--- src/include/stf_consts.svh ---
/*
 * Offsets, field positions, byte-lane patterns and reset values of the SPI transmit entry block.
 * Assumes inclusion by bare name from design files.
 */
`ifndef STF_CONSTS_SVH
`define STF_CONSTS_SVH

// Register byte offsets
`define STF_OFS_CFG        16'h2000
`define STF_OFS_GAP        16'h2004
`define STF_OFS_STAT       16'h2008
`define STF_OFS_DATCTL     16'h2018

// Entry word fields
`define STF_PAYLOAD_MSB    15
`define STF_CTRL_LSB       16
`define STF_CTRL_MSB       27
`define STF_SEL_LSB        0
`define STF_SEL_MSB        3
`define STF_TEND_BIT       4
`define STF_EOF_BIT        5
`define STF_RXIGN_BIT      6
`define STF_BCNT_LSB       8
`define STF_BCNT_MSB       11

// Byte-lane patterns
`define STF_STRB_WORD      4'hF
`define STF_STRB_LOW       4'h3
`define STF_STRB_HIGH      4'hC

// Reset values
`define STF_CTRL_RST       12'h00F
`define STF_POL_RST        4'h0
`define STF_GAP_RST        16'h0000

`endif

--- src/include/stf_pkg.sv ---
/*
 * Types of the SPI transmit entry block.
 * Assumes nothing beyond a SystemVerilog compiler.
 */
package stf_pkg;

    // Sequencer states, Gray along idle, offer, busy, gap
    typedef enum logic [1:0] {
        STF_IDLE  = 2'b00,
        STF_OFFER = 2'b01,
        STF_BUSY  = 2'b11,
        STF_GAP   = 2'b10
    } stf_state_t;

    // One queued entry: control bits over payload
    typedef struct packed {
        logic [11:0] ctrl;
        logic [15:0] payload;
    } stf_entry_t;

endpackage

--- src/hw/stf_tx_fifo.sv ---
/*
 * Transmit entry FIFO with per-entry select, transfer-end and frame-end control.
 * Assumes an APB master on clk_sys and serial transmit logic on the same clock.
 */
`timescale 1ns/100ps
`include "stf_consts.svh"
// What this block does
// - Low sixteen bits carry outgoing payload
// - Per-entry select bit zero asserts that line
// - Pin polarity from configuration, default active low
// - Transfer end deasserts select, holds transfer gap
// - No transfer end keeps select asserted
// - Frame end inserts frame gap before next
// - No frame end inserts no frame gap
// - Word, low half, high half write kinds
// - Held control applied to payload-only writes
// - Length code n means n plus one bits
module stf_tx_fifo #(
    parameter int DEPTH = 8,
    parameter int AW    = 3
) (
    // Clock, reset, enable
    input  wire logic        clk_sys,
    input  wire logic        reset_n,
    input  wire logic        clk_en,
    // APB slave
    input  wire logic        psel,
    input  wire logic        penable,
    input  wire logic        pwrite,
    input  wire logic [15:0] paddr,
    input  wire logic [31:0] pwdata,
    input  wire logic [3:0]  pstrb,
    output logic             pready,
    output logic [31:0]      prdata,
    output logic             pslverr,
    // Serial transmit side
    output logic             tx_valid,
    input  wire logic        tx_ready,
    input  wire logic        tx_shift_done,
    output logic [15:0]      transmit_payload,
    output logic [3:0]       bit_count_field,
    output logic             tx_rx_ignore,
    output logic             transfer_end_flag,
    output logic             tx_frame_end,
    // Select pins
    output logic [3:0]       peripheral_select
);

    typedef struct packed {
        stf_pkg::stf_entry_t [DEPTH-1:0] mem;
        logic [AW-1:0]       wp;
        logic [AW-1:0]       rp;
        logic [AW:0]         level;
        logic [11:0]         held_ctrl;
        logic [3:0]          sel_pol;
        logic [15:0]         xfer_gap;
        logic [15:0]         frame_gap;
        stf_pkg::stf_state_t st;
        logic [16:0]         gap_cnt;
        logic [3:0]          sel_act;
        logic                pready;
        logic [31:0]         prdata;
        logic                pslverr;
        logic                tx_valid;
        stf_pkg::stf_entry_t out;
        logic [3:0]          pins;
    } stf_regs_t;

    stf_regs_t q_r;
    stf_regs_t q_nxt;

    logic          acc;
    logic          full;
    logic          do_push;
    logic          do_pop;
    logic [11:0]   wctrl;
    logic [16:0]   gap;

    // Bus decode, FIFO, sequencer and pin levels
    always_comb begin
        q_nxt   = q_r;
        do_push = 1'b0;
        do_pop  = 1'b0;
        gap     = 17'h00000;
        wctrl   = q_r.held_ctrl;
        full    = (q_r.level == (AW+1)'(DEPTH));
        acc     = psel && penable && !q_r.pready;
        q_nxt.pready  = 1'b0;
        q_nxt.pslverr = 1'b0;
        q_nxt.prdata  = 32'h00000000;
        if (acc) begin
            case (paddr)
                `STF_OFS_DATCTL: begin
                    if (!pwrite) begin
                        q_nxt.pready = 1'b1; // Write-only, reads zero
                    end else if (pstrb == `STF_STRB_HIGH) begin
                        q_nxt.held_ctrl = pwdata[`STF_CTRL_MSB:`STF_CTRL_LSB];
                        q_nxt.pready    = 1'b1;
                    end else if (pstrb == `STF_STRB_WORD || pstrb == `STF_STRB_LOW) begin
                        // Stall the bus while the FIFO is full
                        if (!full) begin
                            if (pstrb == `STF_STRB_WORD) begin
                                wctrl = pwdata[`STF_CTRL_MSB:`STF_CTRL_LSB];
                            end
                            q_nxt.held_ctrl = wctrl;
                            q_nxt.mem[q_r.wp] = {wctrl, pwdata[`STF_PAYLOAD_MSB:0]};
                            do_push      = 1'b1;
                            q_nxt.pready = 1'b1;
                        end
                    end else begin
                        q_nxt.pready  = 1'b1;
                        q_nxt.pslverr = 1'b1;
                    end
                end
                `STF_OFS_CFG: begin
                    q_nxt.pready = 1'b1;
                    if (pwrite) begin
                        q_nxt.sel_pol = pwdata[3:0];
                    end else begin
                        q_nxt.prdata = {28'h0000000, q_r.sel_pol};
                    end
                end
                `STF_OFS_GAP: begin
                    q_nxt.pready = 1'b1;
                    if (pwrite) begin
                        q_nxt.xfer_gap  = pwdata[15:0];
                        q_nxt.frame_gap = pwdata[31:16];
                    end else begin
                        q_nxt.prdata = {q_r.frame_gap, q_r.xfer_gap};
                    end
                end
                `STF_OFS_STAT: begin
                    q_nxt.pready  = 1'b1;
                    q_nxt.pslverr = pwrite;
                    q_nxt.prdata  = {24'h000000, 2'(q_r.st), 1'b0, full,
                                     (q_r.level == '0), 3'(q_r.level)};
                end
                default: begin
                    q_nxt.pready  = 1'b1;
                    q_nxt.pslverr = 1'b1;
                end
            endcase
        end

        // Transmit sequencer
        case (q_r.st)
            stf_pkg::STF_IDLE: begin
                if (q_r.level != '0) begin
                    q_nxt.out      = q_r.mem[q_r.rp];
                    q_nxt.tx_valid = 1'b1;
                    q_nxt.sel_act  = ~q_r.mem[q_r.rp].ctrl[`STF_SEL_MSB:`STF_SEL_LSB];
                    do_pop         = 1'b1;
                    q_nxt.st       = stf_pkg::STF_OFFER;
                end
            end
            stf_pkg::STF_OFFER: begin
                if (tx_ready) begin
                    q_nxt.tx_valid = 1'b0;
                    q_nxt.st       = stf_pkg::STF_BUSY;
                end
            end
            stf_pkg::STF_BUSY: begin
                if (tx_shift_done) begin
                    if (q_r.out.ctrl[`STF_TEND_BIT]) begin
                        q_nxt.sel_act = 4'h0;
                        gap = {1'b0, q_r.xfer_gap};
                    end
                    // Without transfer end the select stays asserted
                    if (q_r.out.ctrl[`STF_EOF_BIT] && {1'b0, q_r.frame_gap} > gap) begin
                        gap = {1'b0, q_r.frame_gap};
                    end
                    q_nxt.gap_cnt = gap;
                    q_nxt.st = (gap == '0) ? stf_pkg::STF_IDLE : stf_pkg::STF_GAP;
                end
            end
            stf_pkg::STF_GAP: begin
                q_nxt.gap_cnt = q_r.gap_cnt - 17'h00001;
                if (q_r.gap_cnt == 17'h00001) begin
                    q_nxt.st = stf_pkg::STF_IDLE;
                end
            end
            default: q_nxt.st = stf_pkg::STF_IDLE;
        endcase

        // Pointers and fill level in write order
        if (do_push) begin
            q_nxt.wp = q_r.wp + AW'(1);
        end
        if (do_pop) begin
            q_nxt.rp = q_r.rp + AW'(1);
        end
        q_nxt.level = q_r.level + (AW+1)'(do_push) - (AW+1)'(do_pop);

        // Active state mapped to pin level by polarity
        q_nxt.pins = (q_nxt.sel_act & q_nxt.sel_pol) | (~q_nxt.sel_act & ~q_nxt.sel_pol);
    end

    // State register
    always_ff @(posedge clk_sys) begin
        if (!reset_n) begin
            q_r           <= '0;
            q_r.held_ctrl <= `STF_CTRL_RST;
            q_r.sel_pol   <= `STF_POL_RST;
            q_r.xfer_gap  <= `STF_GAP_RST;
            q_r.frame_gap <= `STF_GAP_RST;
            q_r.pins      <= ~`STF_POL_RST;
        end else if (clk_en) begin
            q_r <= q_nxt;
        end
    end

    // Outputs straight from state
    assign pready            = q_r.pready;
    assign prdata            = q_r.prdata;
    assign pslverr           = q_r.pslverr;
    assign tx_valid          = q_r.tx_valid;
    assign transmit_payload  = q_r.out.payload;
    assign bit_count_field   = q_r.out.ctrl[`STF_BCNT_MSB:`STF_BCNT_LSB];
    assign tx_rx_ignore      = q_r.out.ctrl[`STF_RXIGN_BIT];
    assign transfer_end_flag = q_r.out.ctrl[`STF_TEND_BIT];
    assign tx_frame_end      = q_r.out.ctrl[`STF_EOF_BIT];
    assign peripheral_select = q_r.pins;

endmodule

--- config.mk ---
export PLATFORM = sky130hd
export DESIGN_NAME = stf_tx_fifo
export DESIGN_NICKNAME = d
export VERILOG_FILES = /design/src/include/stf_pkg.sv /design/src/hw/stf_tx_fifo.sv
export VERILOG_INCLUDE_DIRS = /design/src /design/src/include
export SDC_FILE = /design/constraint.sdc
export NUM_CORES = 1
export LEC_CHECK = 0
export BUFFER_PORTS_ARGS = -buffer_cell sky130_fd_sc_hd__buf_4
export CELL_PAD_IN_SITES_DETAIL_PLACEMENT = 0
export CELL_PAD_IN_SITES_GLOBAL_PLACEMENT = 2
export CORE_ASPECT_RATIO = 0.75
export CORE_MARGIN = 1
export CORE_UTILIZATION = 38
export DETAILED_ROUTE_END_ITERATION = 6
export PLACE_DENSITY = 0.8
export SLEW_MARGIN = 20
export SYNTH_ARGS = -nofsm -noshare
export SYNTH_HDL_FRONTEND = slang
export SYNTH_SLANG_ARGS = --single-unit
--- constraint.sdc ---
create_clock -name clk_sys -period 3.72 [get_ports clk_sys]
set_clock_uncertainty 0.15 [all_clocks]
set_input_delay 0.558 -clock clk_sys [delete_from_list [all_inputs] [get_ports clk_sys]]
set_output_delay 0.558 -clock clk_sys [all_outputs]
set_load 0.03 [all_outputs]
==> flow_summary.yaml, run 1 <==
yosys:
  synthArstFlopShare: 0
  ys_warn_count: 0
  yosys.cell_types.count: 62
  synth_seq_cells: 358
  synth.avg_cell_area_um2: 9.27
  synth_top_area_frac: 0.449
  synth_area_um2: 16000
  yosys.area.top_type: "dfxtp_1"
  yosysMostFrequentCell: "dfxtp_1"
  synth.top_cells.by_area: "dfxtp_1 45%, o21ai_0 7.9%, nand3_1 7.8%"
  ys_seq_area_frac: 0.449
  synth_ff_type: "dfxtp_1"
  syn_inst: 1720
  synthesis.nets: 1811
  synth-edff-count: 0
  yosys-top-cells-count: "358 x dfxtp_1, 253 x o21ai_0, 249 x nand3_1"
status:
  status: "complete, no violations"
worst_setup_path:
  cp-start-kind: "flop"
  cp_max_fo: 33
  r2r_cells: 10
  cp-end-kind: "flop"
  rrSetupSlack_ps: 540
  crit_type: "reg -> reg"
  worstReg2RegStart: "transfer_end_flag"
  cp_data_required_time_ps: 4050
  crit_arrival_ps: 3520
  worstReg2RegEnd: "q_r[83]"
routing:
  num_vias: 12800
  postRouteWirelength_um: 45900
  ant_nets: 0
  dr.pass1.iters: 5
  via_per_inst: 5.52
  drt_iter0_drc: 932
  post_drt_wl_per_cell_um: 19.8
  drc_errors: 0
floorplan:
  die_area_um2: 42800
  die_width_um: 239
  rows: 64
  start_util: 0.388
  core_um2: 41100
  boundaryPins: 122
  fp.dieH_um: 179
clock_tree:
  cts_setup_buffers: 0
  clockRootBuffer: "clkbuf_16"
  cts-buffers-inserted: 37
  clkSlewWorstSetupHoldPaths_ps: 60
  clock_sinks: 358
  cts_max_level: 2
  cts_hold_buf: 0
  cts_tree: "done"
  clkLatencyLatePin_ps: 540
  clockBufferDepth: 3
  post_cts_resized: 0
placed_design:
  port_buffers: 121
  place_hpwl_um: 29600
  gp_congestion: 0.834
global_route:
  grt_pass1_vias: 12000
  grt_max_degree: 94
  antenna_found_initial: 0
  grt.overflow.total: 0
  grtUsageTotal: 0.213
  grt_pass1_wl_um: 71700
final_layout:
  nets: 1818
  diodes: 0
  area_growth_pct: 14.6
  nFillCells: 3999
  drive_above_1_share: 0.186
sta:
  post-route-period-util: 0.855
  fmax_mhz: 314
  min_period_ps: 3180
  slew_headroom: 0.363
  whs_ps: 99.4
  finalSetupViolCount: 0
  hold_viol: 0
  setup_tns_ps: 0
  tightest_slew_ps: 946
  slew_viol_final: 0
  rsz0062_at_grt: "no"
power:
  power_leakage_uw: 0.00681
  powerDensity_nw_per_um2: 551
  ir_drop_uv: 297
  finalPower_uw: 10100
flow_run:
  cap_violations: 0
worst_hold_path:
  hold_class: "in -> reg"
  hold_depth: 3
  worstHoldEndpoint: "q_r[104]"
  min_from: "pwdata[30]"
registers in the layout, summed over array words and instances, names as in the netlist:
signal	flops
bit_count_field	4
tx_frame_end	1
peripheral_select	4
pslverr	1
tx_rx_ignore	1
prdata	32
transmit_payload	16
transfer_end_flag	1
tx_valid	1
pready	1
q_r	296
worst max-delay path by stage:
stage	startpoint	endpoint	slack, ps	cells past startpoint
floorplan	transfer_end_flag	q_r[71]	220	12
global placement	paddr[1]	q_r[140]	540	14
detailed placement	paddr[1]	q_r[140]	530	14
CTS	transfer_end_flag	q_r[83]	590	10
global route	transfer_end_flag	q_r[83]	300	10
finish	transfer_end_flag	q_r[83]	540	10
per-stage QoR:
step / setup slack [ps] / utilization / area (µm²) / std cells
global route: 299 / 0.445 / 18300 / 2317
CTS: 588 / 0.445 / 18300 / 2317
finish: 538 / 0.445 / 18300 / 2317
detailed placement: 532 / 0.413 / 17000 / 2249
global placement: 540 / 0.413 / 17000 / 2249
floorplan: 217 / - / 16000 / 1720
power by group:
group	switching (µW)	leakage, µW	total, µW	internal (µW)
Sequential	196	0.00289	4200	4000
Combinational	1180	0.00327	1890	712
Clock	1590	0.000652	3990	2410
Total	2960	0.00681	10100	7120
cells by family after synthesis:
group	synth area share
adders and majority gates	0.0248
DFF	0.449
muxes	0.136
AOI/OAI and AO/OA	0.144
buffers and inverters	0.0679
and+or+nand+nor	0.173
xor gates and xnor gates	0.00549
metal layers:
layer | vias up | track usage | routed length (µm)
li1 | 6213 | - | -
met1 | 6220 | 0.327 | 23400
met2 | 288 | 0.313 | 19500
met3 | 59 | 0.0283 | 2140
met4 | 0 | 0.0510 | 873
met5 | - | 0 | 0
critical path: stages, from the launching register on:
cell and delay [ps]:
dfxtp_1 320, buf_4 310, nand2_1 90, ha_1 330, nand4_1 190, or4_1 570
a2bb2oi_1 160, a31oi_2 190, buf_4 340, mux2i_1 250, o221a_2 200
cell type report:
type	count	area (µm²)	share of cell area
inverters	20	77.6	0.00424
repair buffers	168	1310	0.0714
multi-input cells	1142	7710	0.422
clock inverters	8	119	0.00650
flip-flops and latches	358	7170	0.392
well taps	561	702	0.0384
clock buffers	60	1190	0.0653
layout by cell type (no fill, tap or decap), types with 3 or more instances in the layout:
| cell type | Yosys | routed |
|---|---|---|
| a211oi_1 | 30 | 30 |
| a21oi_1 | 35 | 35 |
| a22oi_1 | 24 | 24 |
| a22oi_2 | 9 | 9 |
| a31oi_1 | 19 | 19 |
| a32oi_1 | 3 | 3 |
| and2_1 | 5 | 5 |
| and3_1 | 4 | 3 |
| buf_12 | 0 | 3 |
| buf_4 | 58 | 164 |
| bufinv_16 | 0 | 3 |
| clkbuf_1 | 94 | 7 |
| clkbuf_16 | 0 | 39 |
| clkbuf_8 | 0 | 15 |
| clkinv_2 | 0 | 4 |
| dfxtp_1 | 358 | 355 |
| ha_1 | 30 | 30 |
| inv_1 | 18 | 18 |
| mux2_2 | 12 | 12 |
| mux2i_1 | 81 | 81 |
| mux4_2 | 54 | 54 |
| nand2_1 | 90 | 90 |
| nand3_1 | 249 | 247 |
| nand4_1 | 9 | 9 |
| nand4_2 | 3 | 3 |
| nand4b_1 | 17 | 17 |
| nor2_1 | 125 | 124 |
| nor2b_1 | 5 | 5 |
| nor3_1 | 14 | 14 |
| nor4_1 | 20 | 20 |
| o21ai_0 | 253 | 253 |
| o221ai_1 | 3 | 3 |
| xor2_1 | 8 | 8 |
Note: power is estimated with default switching activity, not from simulation.
==> inputs of run 2 (changes only) <==
--- a/config.mk
+++ b/config.mk
@@ -14,6 +14,7 @@
 export CORE_UTILIZATION = 38
 export DETAILED_ROUTE_END_ITERATION = 6
 export PLACE_DENSITY = 0.8
+export REMOVE_ABC_BUFFERS = 1
 export SLEW_MARGIN = 20
 export SYNTH_ARGS = -nofsm -noshare
 export SYNTH_HDL_FRONTEND = slang
==> run 2 against run 1 <==
Effect of this change:
- sequential cell count is the same
- fmax grew 4.9%
- core utilization shrank 0.25 points
- first-iteration DRC count shrank 22%
- worst setup slack gained 150 ps
- combinational power is essentially flat
- via count shrank 2.5%
- hold slack gained 3.6 ps
- critical path type unchanged
- largest power group unchanged
==> flow_summary.yaml, run 2 (synthesis gave the netlist of run 1 again) <==
status:
  status: "complete, no violations"
power:
  seq_power_share: 0.422
  clockPowerShare: 0.392
  powerDensity_nw_per_um2: 548
  swShare: 0.294
  power_leakage_uw: 0.00672
  switchingPower_uw: 2930
  internal_power_uw: 7040
  p_comb_frac: 0.187
  ir_drop_uv: 407
  finalPower_uw: 9960
final_layout:
  final_cell_mix: "355 x dfxtp_1, 253 x o21ai_0, 247 x nand3_1"
  nets: 1805
  final_cells: 2301
  utilization: 0.443
  area_growth_pct: 14.0
  drive_above_1_share: 0.178
  largest_reg_flops: 296
  top_register: "q_r"
  final_common_cell: "dfxtp_1"
  diodes: 0
placed_design:
  placed_cells: 2234
  port_buffers: 121
  place_hpwl_um: 27200
  gp_congestion: 0.817
worst_setup_path:
  critPathSlowestCell: "or4_1"
  cp_max_fo: 35
  path_cells: "buf_12 > nand2_1 > ha_1 > nand3_1 > or4_1 > a2bb2oi_1 > a31oi_2 > buf_4 > a31oi_1 > a221oi_1"
  crit_type: "reg -> reg"
  slowest_delay_ps: 570
  crit_arrival_ps: 3310
  cp_data_required_time_ps: 4000
  cp-end-kind: "flop"
  cp-start-kind: "flop"
floorplan:
  rows: 64
  die_width_um: 239
  boundaryPins: 122
  fp.dieH_um: 179
  core_um2: 41100
  start_util: 0.388
  die_area_um2: 42800
sta:
  hold_viol: 0
  fmax_mhz: 330
  slew_viol_final: 0
  setup_tns_ps: 0
  tightest_slew_ps: 933
  whs_ps: 103
  slew_headroom: 0.377
  finalSetupViolCount: 0
  min_period_ps: 3030
  rsz0062_at_grt: "no"
  post-route-period-util: 0.815
routing:
  via_per_inst: 5.41
  postRouteWirelength_um: 43800
  post_drt_wl_per_cell_um: 19.0
  num_vias: 12500
  dr.pass1.iters: 5
  drc_errors: 0
  drt_iter0_drc: 727
  ant_nets: 0
clock_tree:
  clockRootBuffer: "clkbuf_16"
  post_cts_resized: 0
  cts_hold_buf: 0
  clockBufferDepth: 3
  clock_sinks: 358
  cts_max_level: 2
  cts_tree: "done"
  clkSlewWorstSetupHoldPaths_ps: 60
  cts-buffers-inserted: 39
  clkLatencyLatePin_ps: 540
  cts_setup_buffers: 0
global_route:
  antenna_found_initial: 0
  grt_max_degree: 87
  grtUsageTotal: 0.202
  grt_pass1_wl_um: 68700
  grt.overflow.total: 0
  grt_pass1_vias: 11900
flow_run:
  cap_violations: 0
worst_hold_path:
  hold_class: "in -> reg"
-- run 2: worst paths after layout --
check                          from        end  slack, ps  depth (start not counted)
setup / recovery  transfer_end_flag    q_r[72]        690                         10
hold / removal           pwdata[29]   q_r[103]        100                          3
setup reg to reg  transfer_end_flag    q_r[72]        690                         10
hold reg to reg           prdata[3]  prdata[3]        310                          2
-- run 2: metal layers --
layer,share of wire,wire length (µm),GRT usage,vias up
met3,0.040,1770,0.0279,48
met4,0.016,699,0.0464,0
met5,0,0,0,-
li1,-,-,-,6205
met1,0.51,22500,0.301,5957
met2,0.43,18900,0.307,247
-- run 2: cell type report --
type	count	area (µm²)
fillers	4005	22900
multi-input cells	1142	7710
flip-flops and latches	358	7170
repair buffers	153	1230
clock buffers	57	1160
well taps	561	702
clock inverters	10	121
inverters	20	77.6
-- run 2: power by group through the flow --
stage          Sequential, µW  Combinational, µW  Clock (µW)
2_1_floorplan            4560                866           0
3_3_place_gp             4290               1850           0
3_5_place_dp             4290               1870           0
4_1_cts                  4210               1880        4000
5_1_grt                  4240               2030        4170
6_report                 4200               1860        3900
-- run 2: stage by stage --
step	instance area [µm²]	setup WS, ps
2_1_floorplan	14900	-322
3_3_place_gp	16900	576
3_5_place_dp	16900	527
4_1_cts	18200	697
5_1_grt	18200	402
6_report	18200	688
-- run 2: worst max-delay path, delay by kind of cell, from the launching register on --
kind	cells	cell delay, ps
fa+ha+maj	1	300
buf+inv	2	540
compound gates	4	720
flops	1	370
simple gates	3	830
